<file path="config.mk">
export PLATFORM = sky130hd
export DESIGN_NAME = shk_core
export DESIGN_NICKNAME = d
export VERILOG_FILES = /design/src/verilog/shk_pkg.sv /design/src/verilog/shk_core.sv
export SDC_FILE = /design/constraint.sdc
export NUM_CORES = 1
export LEC_CHECK = 0
export ABC_AREA = 1
export BUFFER_PORTS_ARGS = -buffer_cell sky130_fd_sc_hd__buf_2
export CAP_MARGIN = 20
export CORE_ASPECT_RATIO = 1.25
export CORE_MARGIN = 5
export CORE_UTILIZATION = 30
export DETAILED_ROUTE_END_ITERATION = 12
export GPL_ROUTABILITY_DRIVEN = 1
export PLACE_DENSITY_LB_ADDON = 0.1
export SLEW_MARGIN = 20
export SYNTH_ARGS = -nofsm -noshare
export SYNTH_HDL_FRONTEND = slang
export SYNTH_SLANG_ARGS = --single-unit
</file>
<file path="constraint.sdc">
create_clock -name clock_i -period 4.2 [get_ports clock_i]
set_clock_uncertainty 0.05 [all_clocks]
set_input_delay 1.26 -clock clock_i [delete_from_list [all_inputs] [get_ports clock_i]]
set_output_delay 1.26 -clock clock_i [all_outputs]
set_load 0.01 [all_outputs]
</file>
<file path="src/verilog/shk_pkg.sv">
// Constants shared by the housekeeping command block.
package shk_pkg;
    localparam logic [15:0] CMD_FW_VERSION   = 16'hD100;
    localparam logic [15:0] CMD_STATUS_READ  = 16'hD206;
    localparam logic [15:0] CMD_STATUS_CLEAR = 16'hD210;
    localparam logic [15:0] CMD_SOFT_RESET   = 16'hD304;
    localparam logic [7:0]  CRC_POLY         = 8'h31;
    localparam logic [7:0]  CRC_INIT         = 8'hFF;
    localparam logic [7:0]  RESERVED_BYTE    = 8'h00;
    localparam logic [2:0]  FW_REPLY_LEN     = 3'h3;
    localparam logic [2:0]  STATUS_REPLY_LEN = 3'h6;
    localparam logic [31:0] STATUS_RESET     = 32'h0000_0000;
    localparam logic [7:0]  FW_VERSION_RESET = 8'h01;
    typedef enum logic [1:0] {ST_IDLE, ST_SEND} shk_state_e;
endpackage

</file>
<file path="src/verilog/shk_core.sv">
// Housekeeping command decoder and reply serialiser.
`timescale 1ns/1ns
`default_nettype none
module shk_core
    import shk_pkg::*;
#(
    parameter logic [7:0] FW_VERSION = FW_VERSION_RESET
)
(
    input  wire logic        clock_i,
    input  wire logic        rst_b_i,
    input  wire logic        cmd_valid_i,
    input  wire logic [15:0] cmd_code_i,
    input  wire logic [31:0] status_set_i,
    input  wire logic        tx_ready_i,
    output var  logic        tx_valid_o,
    output var  logic [7:0]  tx_byte_o,
    output var  logic        busy_o,
    output var  logic        soft_reset_o,
    output var  logic [31:0] status_o
);
    // CRC of a two-byte word, MSB first.
    function automatic logic [7:0] crc_word(input logic [15:0] w);
        logic [7:0] c;
        c = CRC_INIT;
        for (int i = 15; i >= 0; i--)
        begin
            if (c[7] ^ w[i])
                c = {c[6:0], 1'b0} ^ CRC_POLY;
            else
                c = {c[6:0], 1'b0};
        end
        return c;
    endfunction

    shk_state_e  state_q, state_d;
    logic [47:0] frame_q, frame_d;
    logic [2:0]  left_q, left_d;
    logic [31:0] status_q, status_d;
    logic        tx_valid_q, tx_valid_d;
    logic        srst_q, srst_d;

    always_comb
    begin
        state_d    = state_q;
        frame_d    = frame_q;
        left_d     = left_q;
        status_d   = status_q;
        tx_valid_d = tx_valid_q;
        srst_d     = 1'b0;
        case (state_q)
            ST_IDLE:
            begin
                tx_valid_d = 1'b0;
                if (cmd_valid_i)
                begin
                    case (cmd_code_i)
                        CMD_FW_VERSION:
                        begin
                            frame_d = {FW_VERSION, RESERVED_BYTE,
                                       crc_word({FW_VERSION, RESERVED_BYTE}), 24'h000000};
                            left_d     = FW_REPLY_LEN;
                            state_d    = ST_SEND;
                            tx_valid_d = 1'b1;
                        end
                        CMD_STATUS_READ:
                        begin
                            // Snapshot keeps both words coherent while flags keep moving.
                            frame_d = {status_q[31:16], crc_word(status_q[31:16]),
                                       status_q[15:0], crc_word(status_q[15:0])};
                            left_d     = STATUS_REPLY_LEN;
                            state_d    = ST_SEND;
                            tx_valid_d = 1'b1;
                        end
                        CMD_STATUS_CLEAR:
                            status_d = STATUS_RESET;
                        CMD_SOFT_RESET:
                            srst_d = 1'b1;
                        default:
                            ;
                    endcase
                end
            end
            ST_SEND:
            begin
                if (tx_ready_i)
                begin
                    // Each taken byte shifts the next one into the top of the frame.
                    frame_d = {frame_q[39:0], 8'h00};
                    left_d  = left_q - 3'h1;
                    if (left_q == 3'h1)
                    begin
                        tx_valid_d = 1'b0;
                        state_d    = ST_IDLE;
                    end
                end
            end
            default:
                state_d = ST_IDLE;
        endcase
        // New events win over a clear in the same cycle.
        status_d = status_d | status_set_i;
        if (srst_q)
        begin
            // Pulse of srst_q restores power-on values everywhere; events and commands in
            // that cycle are dropped, so soft_reset_o never lasts more than one cycle.
            srst_d     = 1'b0;
            state_d    = ST_IDLE;
            frame_d    = '0;
            left_d     = '0;
            status_d   = STATUS_RESET;
            tx_valid_d = 1'b0;
        end
    end

    always_ff @(posedge clock_i or negedge rst_b_i)
    begin
        if (!rst_b_i)
        begin
            state_q    <= ST_IDLE;
            frame_q    <= '0;
            left_q     <= '0;
            status_q   <= STATUS_RESET;
            tx_valid_q <= 1'b0;
            srst_q     <= 1'b0;
        end
        else
        begin
            state_q    <= state_d;
            frame_q    <= frame_d;
            left_q     <= left_d;
            status_q   <= status_d;
            tx_valid_q <= tx_valid_d;
            srst_q     <= srst_d;
        end
    end

    // Outputs are plain copies of registers, except busy_o, which decodes state_q.
    always_comb
    begin
        tx_valid_o   = tx_valid_q;
        tx_byte_o    = frame_q[47:40];
        busy_o       = (state_q == ST_SEND);
        soft_reset_o = srst_q;
        status_o     = status_q;
    end
endmodule
`default_nettype wire

</file>
### Word-level counts from Yosys, hierarchy flattened

Cells that the tools add are included.

| operators by class | value |
|---|---|
| $add $sub $neg | 1 |
| equality and inequality tests | 11 |
| mux-type cells | 152 |
| bitwise logic cells | 61 |
| reduce and logical (&&, ||, !) cells | 6 |

Operators by type and width:

| operator | number |
|---|---|
| $mux 8 | 90 |
| $mux 6 | 32 |
| $pmux 48 s2 | 2 |
| $mux 48 | 3 |
| $mux 32 | 4 |
| $not 3->3 | 30 |
| $eq 16x16->1 const B | 4 |
| $or 32x32->32 | 1 |
| $xor 1x1->1 | 30 |
| $pmux 3 s2 | 2 |
| $mux 2 | 5 |
| $mux 1 | 9 |
| $mux 3 | 3 |
| $reduce_and 4->1 | 2 |
| $ne 3x3->1 const B | 2 |
| $ne 4x2->1 const B | 1 |
| $pmux 2 s2 | 1 |
| $eq 3x1->1 const B | 1 |
| $ne 3x1->1 const B | 1 |
| $ne 3x2->1 const B | 1 |
| $reduce_and 3->1 | 1 |
| $reduce_bool 3->1 | 1 |
| $sub 3x1->3 const B | 1 |
| $eq 2x1->1 const B | 1 |
| other kinds (3) | 3 |

| word-level totals | value |
|---|---|
| bits in registers | 87 |
| output and inout port bits | 43 |
| logic and storage cells | 237 |

### Longest topological paths before layout

Gate-level depths: netlist of run 1.

| logic depth | value |
|---|---|
| depth after elaboration | 80 |
| mapped depth | 19 |
| mapped depth without buffers | 19 |

### Worst setup path after synthesis of run 1

No wires, ideal clock.

| path | value |
|---|---|
| path kind | input -> register |
| start | in cmd_code_i[11] |
| end | reg frame_q[18] |
| library setup time | 0.080 ns |
| data arrival time | 2.635 ns |
| required time | 4.070 ns |
| path slack | 1.434 ns |
| stages on the path | 10 |
| cells stage by stage | or2_4 -> nor4_4 -> nand2_1 -> nand3_2 -> o211ai_4 -> nor2_8 -> nand2_2 -> buf_6 -> buf_6 -> o211ai_2 |

| between the ends | value |
|---|---|
| word-level cells in the longest chain between the ends | 5 |
| elaborated cells between the ends (all ways) | 8 |

RTL lines:

| item | RTL line | text |
|---|---|---|
| start: declaration | shk_core.sv:13 | `input wire logic [15:0] cmd_code_i,` |
| $eq 16x16->1 | shk_core.sv:57 | `case (cmd_code_i)` |
| $pmux 48 s2 | shk_core.sv:57 |  |
| $mux 48 | shk_core.sv:55 | `if (cmd_valid_i)` |
| $pmux 48 s2 | shk_core.sv:51 | `case (state_q)` |
| $mux 48 | shk_core.sv:103 | `if (srst_q)` |
| end signal: assignment | shk_core.sv:130 | `frame_q <= frame_d;` |
| end: declaration | shk_core.sv:37 | `logic [47:0] frame_q, frame_d;` |

Several ways; a longest one is shown, not always the timed one. The select of a mux whose other input is x is not followed.
A chain may end at the register's enable or synchronous reset.

### Worst setup path after layout of run 1

| path | value |
|---|---|
| start | in cmd_code_i[11] |
| end | reg frame_q[44] |

Same word-level chain as after synthesis.

==> results of run 1 <==
## state kept, by name (all words and copies together) (netlist names)
signal	count
frame_q	48
left_q	3
soft_reset_o	1
state_q	1
status_o	32
tx_valid_o	1
## stage by stage
step / cell area (µm²) / worst slack [ns] / power, W
finish: 5810 / 1.14 / 0.00228
global placement: 5540 / 0.760 / 0.00154
floorplan: 4900 / 1.43 / 0.00138
CTS: 5810 / 1.08 / 0.00233
detailed placement: 5540 / 0.700 / 0.00155
global route: 5810 / 0.914 / 0.00242
## layout make-up
cell class,instances,area share [%]
clock inverters,7,0.840
inverters,62,4.01
clock buffers,9,3.88
multi-input cells,459,40.4
repair buffers,102,9.17
flip-flops and latches,86,37.0
well taps,216,4.65
## cell usage after synthesis (3+ instances only)
library cell / count
nand2_2: 5
nor3_1: 7
buf_2: 4
dfrtp_1: 86
inv_2: 3
o211ai_1: 14
nand3_1: 91
clkbuf_1: 13
o21ai_0: 10
o211ai_2: 10
nand4_1: 6
xor2_1: 15
xnor2_1: 8
inv_1: 59
nor2_1: 47
buf_4: 10
nand2_1: 192
a21oi_1: 32
## logic make-up (layout without fill, tap and decap cells)
family	count (synthesis)	count (layout)	synth area share (%)
simple gates	357	357	31.6
buf+inv	92	180	8.22
compound gates	74	74	10.4
flops	86	86	43.9
fa+ha+maj	2	2	0.510
xor+xnor	26	26	5.36
## final timing paths
kind | slack (ns) | depth (start not counted) | end
worst min-delay path | 0.43 | 2 | frame_q[25]
worst max register to register | 1.34 | 7 | frame_q[44]
max in group asynchronous | 2.43 | 2 | status_o[10]
worst min register to register | 0.43 | 2 | frame_q[25]
min in group asynchronous | 0.94 | 1 | status_o[20]
worst max-delay path | 1.14 | 9 | frame_q[44]
## where the power goes
part           internal [W]  switching [W]
logic              0.000164       0.000393
clock network      0.000402       0.000357
registers          0.000911      0.0000533
## worst register-to-register path, cell delays in order, from the launching register on
cell,delay [ns]
dfrtp_1,0.91
buf_4,0.38
nor2_1,0.11
nand3_2,0.12
o211ai_4,0.29
inv_2,0.59
nand3_1,0.20
o211ai_1,0.13
## cell usage in the layout, fill, tap and decap left out, drive strengths merged
master / count
o211ai: 25
a22o: 1
xnor3: 2
nor2: 50
nand3b: 2
a31oi: 1
or2: 2
clkbuf: 9
nand2: 197
ha: 2
nor4: 1
o21a: 1
clkinv: 5
nor3: 7
clkinvlp: 1
dfrtp: 86
o221ai: 1
nand4: 6
buf: 102
xnor2: 8
o22ai: 2
nand3: 92
xor2: 16
o21ai: 11
a21oi: 32
inv: 63
## per-layer routing
layer | routed length (µm) | global-route usage, % | part of all wire (%)
met1 | 6040 | 17.8 | 42
met2 | 7440 | 27.6 | 52
met3 | 460 | 2.44 | 3.2
met4 | 314 | 6.32 | 2.2
met5 | 0 | 0 | 0
==> impl_metrics.yaml, run 1 <==
run_status:
  status: "finished, final reports clean"
synth:
  synth_cell_types: 37
  ys_seq_elements: 86
  synth_edf_count: 0
  synth.avg_cell_area_um2: 7.70
  synth_top_area_share_pct: 43.9
  synthArstFlopShare_pct: 100
  synth_ff_type: "dfrtp_1"
  yosysTopAreaCell: "dfrtp_1"
  syn_area_um2: 4900
  yosys-top-cells-area: "dfrtp_1 (44%), nand2_1 (15%), nand3_1 (9.3%)"
  ys_seq_area_share_pct: 43.9
  syn_nets: 691
  syn_inst: 637
  synth_warnings: 0
floorplan:
  core_um2: 16100
  core.rowCount: 52
  initial_core_util_pct: 30.4
  die_h_um: 153
  dieArea_um2: 19000
  die_w_um: 124
  ios: 95
finish:
  final_cell_count_no_fill: 941
  drive_above_1_share_pct: 20.0
  multi_input_area_um2: 2350
  antenna_cells: 0
  nFillCells: 1760
  post-route-util_pct: 36.0
  areaGrowthSynthToFinish_pct: 18.5
  layout.nets: 774
  regArea_um2: 2150
setup_path:
  end_kind: "flop"
  start_kind: "input port"
  cpMaxStageDelayCell: "inv_2"
  crit_start: "cmd_code_i[11]"
  path_class: "in -> reg"
  cp_cell_sequence: "buf_2, or2_4, nor4_4, nand2_1, nand3_2, o211ai_4, inv_2, nand3_1, o211ai_1"
  required_ns: 4.42
  path_delay_family: "simple AND/OR/NAND/NOR gates"
  max_stage_delay_ns: 0.58
  cp_max_fo: 34
  r2r_start: "soft_reset_o"
  cp.arrival_ns: 3.28
  cp_num_buf_inv: 2
sta:
  fin_crit_sh_pct: 72.9
  holdWs_ns: 0.432
  rsz0062_at_grt: "false"
  worst_pin_slew_ns: 0.879
  hold_violations: 0
  fin_tns_setup_ns: 0
  setup_viol: 0
  slew_headroom_pct: 41.1
  slew_violations: 0
  min_period_ns: 3.06
  max_freq_mhz: 327
global_route:
  grt_pass1_vias: 4580
  antenna_found_initial: 0
  grt_max_degree: 60
  overflow: 0
  grt_usage_pct: 15.2
  grt_pass1_wl_um: 23500
clocking:
  cts_hold_buf: 0
  cts.path.max_buffers: 2
  htreeDepth: 3
  post_cts_buffers: 0
  worstSkewPairLatency_ns: 0.35
  cts.reportedPaths.clkPinSlew_ns: 0.07
  cts-resized-gates: 0
  cts_root_buffer: "clkbuf_16"
  cts_tree: "built"
  cts_buffers: 9
  cts_sinks: 86
place:
  port_buffers: 94
  placed_cells_incl_taps: 925
  dpl.hpwl_um: 10700
  place_congestion: 0.839
route:
  via_per_inst: 4.73
  vias: 4452
  wire_per_inst_um: 15.1
  ant_nets: 0
  drt_iter0_drc: 303
  drc: 0
  drt-total-wl_um: 14300
  firstDrtPassIters: 4
worst_hold_path:
  hold_path_startpoint: "frame_q[25]"
  min_path_type: "reg -> reg"
run:
  maxCapViolations: 0
power_and_ir_drop:
  power_density_nw_per_um2: 392
  p_leak_nw: 2.99
  irDropWorstVdd_mv: 0.167
Power figures use the tool's default switching activity.
==> inputs of run 2 (changes only) <==
clock period = 3.1 ns   (was 4.2 ns; I/O delays follow)
==> run 2 against run 1 <==
Against the previous run: via count up 1.1%; setup slack worse by 0.43 ns; clock power up 61%; largest cell class unchanged.
==> impl_metrics.yaml, run 2 (synthesis results as in run 1) <==
run_status:
  status: "finished, final reports clean"
clocking:
  cts_hold_buf: 0
  cts.reportedPaths.clkPinSlew_ns: 0.07
  cts_buffers: 9
  cts_tree: "built"
  post_cts_buffers: 0
  cts_sinks: 86
  cts.path.max_buffers: 2
  htreeDepth: 3
  worstSkewPairLatency_ns: 0.35
  cts-resized-gates: 0
  cts_root_buffer: "clkbuf_16"
sta:
  fin_crit_sh_pct: 77.2
  setup_viol: 0
  slew_violations: 0
  fin_tns_setup_ns: 0
  min_period_ns: 2.39
  max_freq_mhz: 418
  worst_pin_slew_ns: 0.610
  slew_headroom_pct: 59.3
  rsz0062_at_grt: "false"
  hold_violations: 0
setup_path:
  cp_max_fo: 5
  reg2reg_depth: 18
  cp_common_cell: "nand2_1"
  cpMaxStageDelayCell: "dfrtp_1"
  start_kind: "flop"
  r2r_end: "frame_q[29]"
  crit_end: "frame_q[29]"
  r2r_start: "status_o[31]"
  cp.arrival_ns: 2.59
  path_class: "reg -> reg"
  cp_cell_sequence: "inv_1, nand2_1, nand2_1, nand3_1, nand2_1, nand2_1, nand2_1, inv_1, nand2_1, nand2_1, nand2_1, nand2_1, nand2_1, nand2_1, nand2_1, nand3_1, nand2_1, nand2_1"
  max_stage_delay_ns: 0.45
  reg2reg_slack_ns: 0.71
  end_kind: "flop"
  crit_start: "status_o[31]"
  required_ns: 3.29
route:
  via_per_inst: 4.77
  vias: 4503
  ant_nets: 0
  firstDrtPassIters: 4
  drt_iter0_drc: 290
  wire_per_inst_um: 15.1
  drc: 0
  drt-total-wl_um: 14200
floorplan:
  initial_core_util_pct: 30.4
  core_um2: 16100
  die_h_um: 153
  core.rowCount: 52
  ios: 95
  die_w_um: 124
  dieArea_um2: 19000
finish:
  largest_reg_flops: 48
  final_cell_count_no_fill: 945
  final_common_cell: "nand2_1"
  areaGrowthSynthToFinish_pct: 20.8
  multi_input_area_um2: 2350
  nFillCells: 1771
  post-route-util_pct: 36.7
  layout.nets: 778
  fin_area_um2: 5920
  final_cell_mix: "nand2_1 (192), buf_2 (93), nand3_1 (91)"
  largest_register: "frame_q"
  antenna_cells: 0
  regArea_um2: 2150
  drive_above_1_share_pct: 20.4
global_route:
  overflow: 0
  grt_usage_pct: 15.5
  antenna_found_initial: 0
  grt_pass1_vias: 4722
  grt_max_degree: 46
  grt_pass1_wl_um: 23800
power_and_ir_drop:
  p_total_w: 0.00333
  power_density_nw_per_um2: 562
  irDropWorstVdd_mv: 0.277
  p_leak_nw: 3.04
place:
  placed_cells_incl_taps: 929
  dpl.hpwl_um: 10700
  place_congestion: 0.827
  dpl_cell_area_um2: 5590
  port_buffers: 94
run:
  maxCapViolations: 0
worst_hold_path:
  min_path_type: "reg -> reg"
==> run 2: report_power, final <==
part	leakage (nW)	switching (W)	internal [W]	total, W
Sequential	1.01	0.0000733	0.00123	0.00131
Clock	0.155	0.000484	0.000733	0.00122
Combinational	1.87	0.000542	0.000264	0.000806
Total	3.04	0.00110	0.00223	0.00333
==> run 2: worst max-delay path: cells and delay by family (launching register included) <==
family,cells,cell delay [ns]
buffers and inverters,2,0.23
AND/OR/NAND/NOR,16,1.55
flip-flops,1,0.45
==> run 2: how the worst min path moves through the flow <==
stage	slack (ns)	to	startpoint	depth (start not counted)
4_1_cts	0.44	frame_q[24]	frame_q[24]	2
6_report	0.43	frame_q[26]	frame_q[26]	2
3_5_place_dp	0.42	frame_q[30]	frame_q[30]	2
5_1_grt	0.46	frame_q[4]	frame_q[4]	2
3_3_place_gp	0.41	tx_valid_o	tx_valid_o	2
2_1_floorplan	0.40	frame_q[25]	frame_q[25]	2
==> run 2: layer usage <==
layer / vias to the layer above / routed length, µm / GRT usage (%)
met4: 0 / 400 / 7.10
li1: 2245 / - / -
met1: 2143 / 6120 / 17.8
met5: - / 0 / 0
met3: 21 / 448 / 2.55
met2: 94 / 7260 / 27.9
==> run 2: cell type report <==
cell class	instances	area share (%)
Tap cell	216	4.56
Clock inverter	6	1.56
Clock buffer	10	4.03
Multi-Input combinational cell	459	39.6
Sequential cell	86	36.3
Inverter	62	3.93
Timing Repair Buffer	106	9.93
==> run 2: through the flow <==
| step | setup WS (ns) | hold slack, ns |
|---|---|---|
| finish | 0.706 | 0.431 |
| global placement | 0.367 | 0.414 |
| detailed placement | 0.333 | 0.422 |
| global route | 0.454 | 0.464 |
| floorplan | 0.664 | 0.400 |
| CTS | 0.663 | 0.440 |
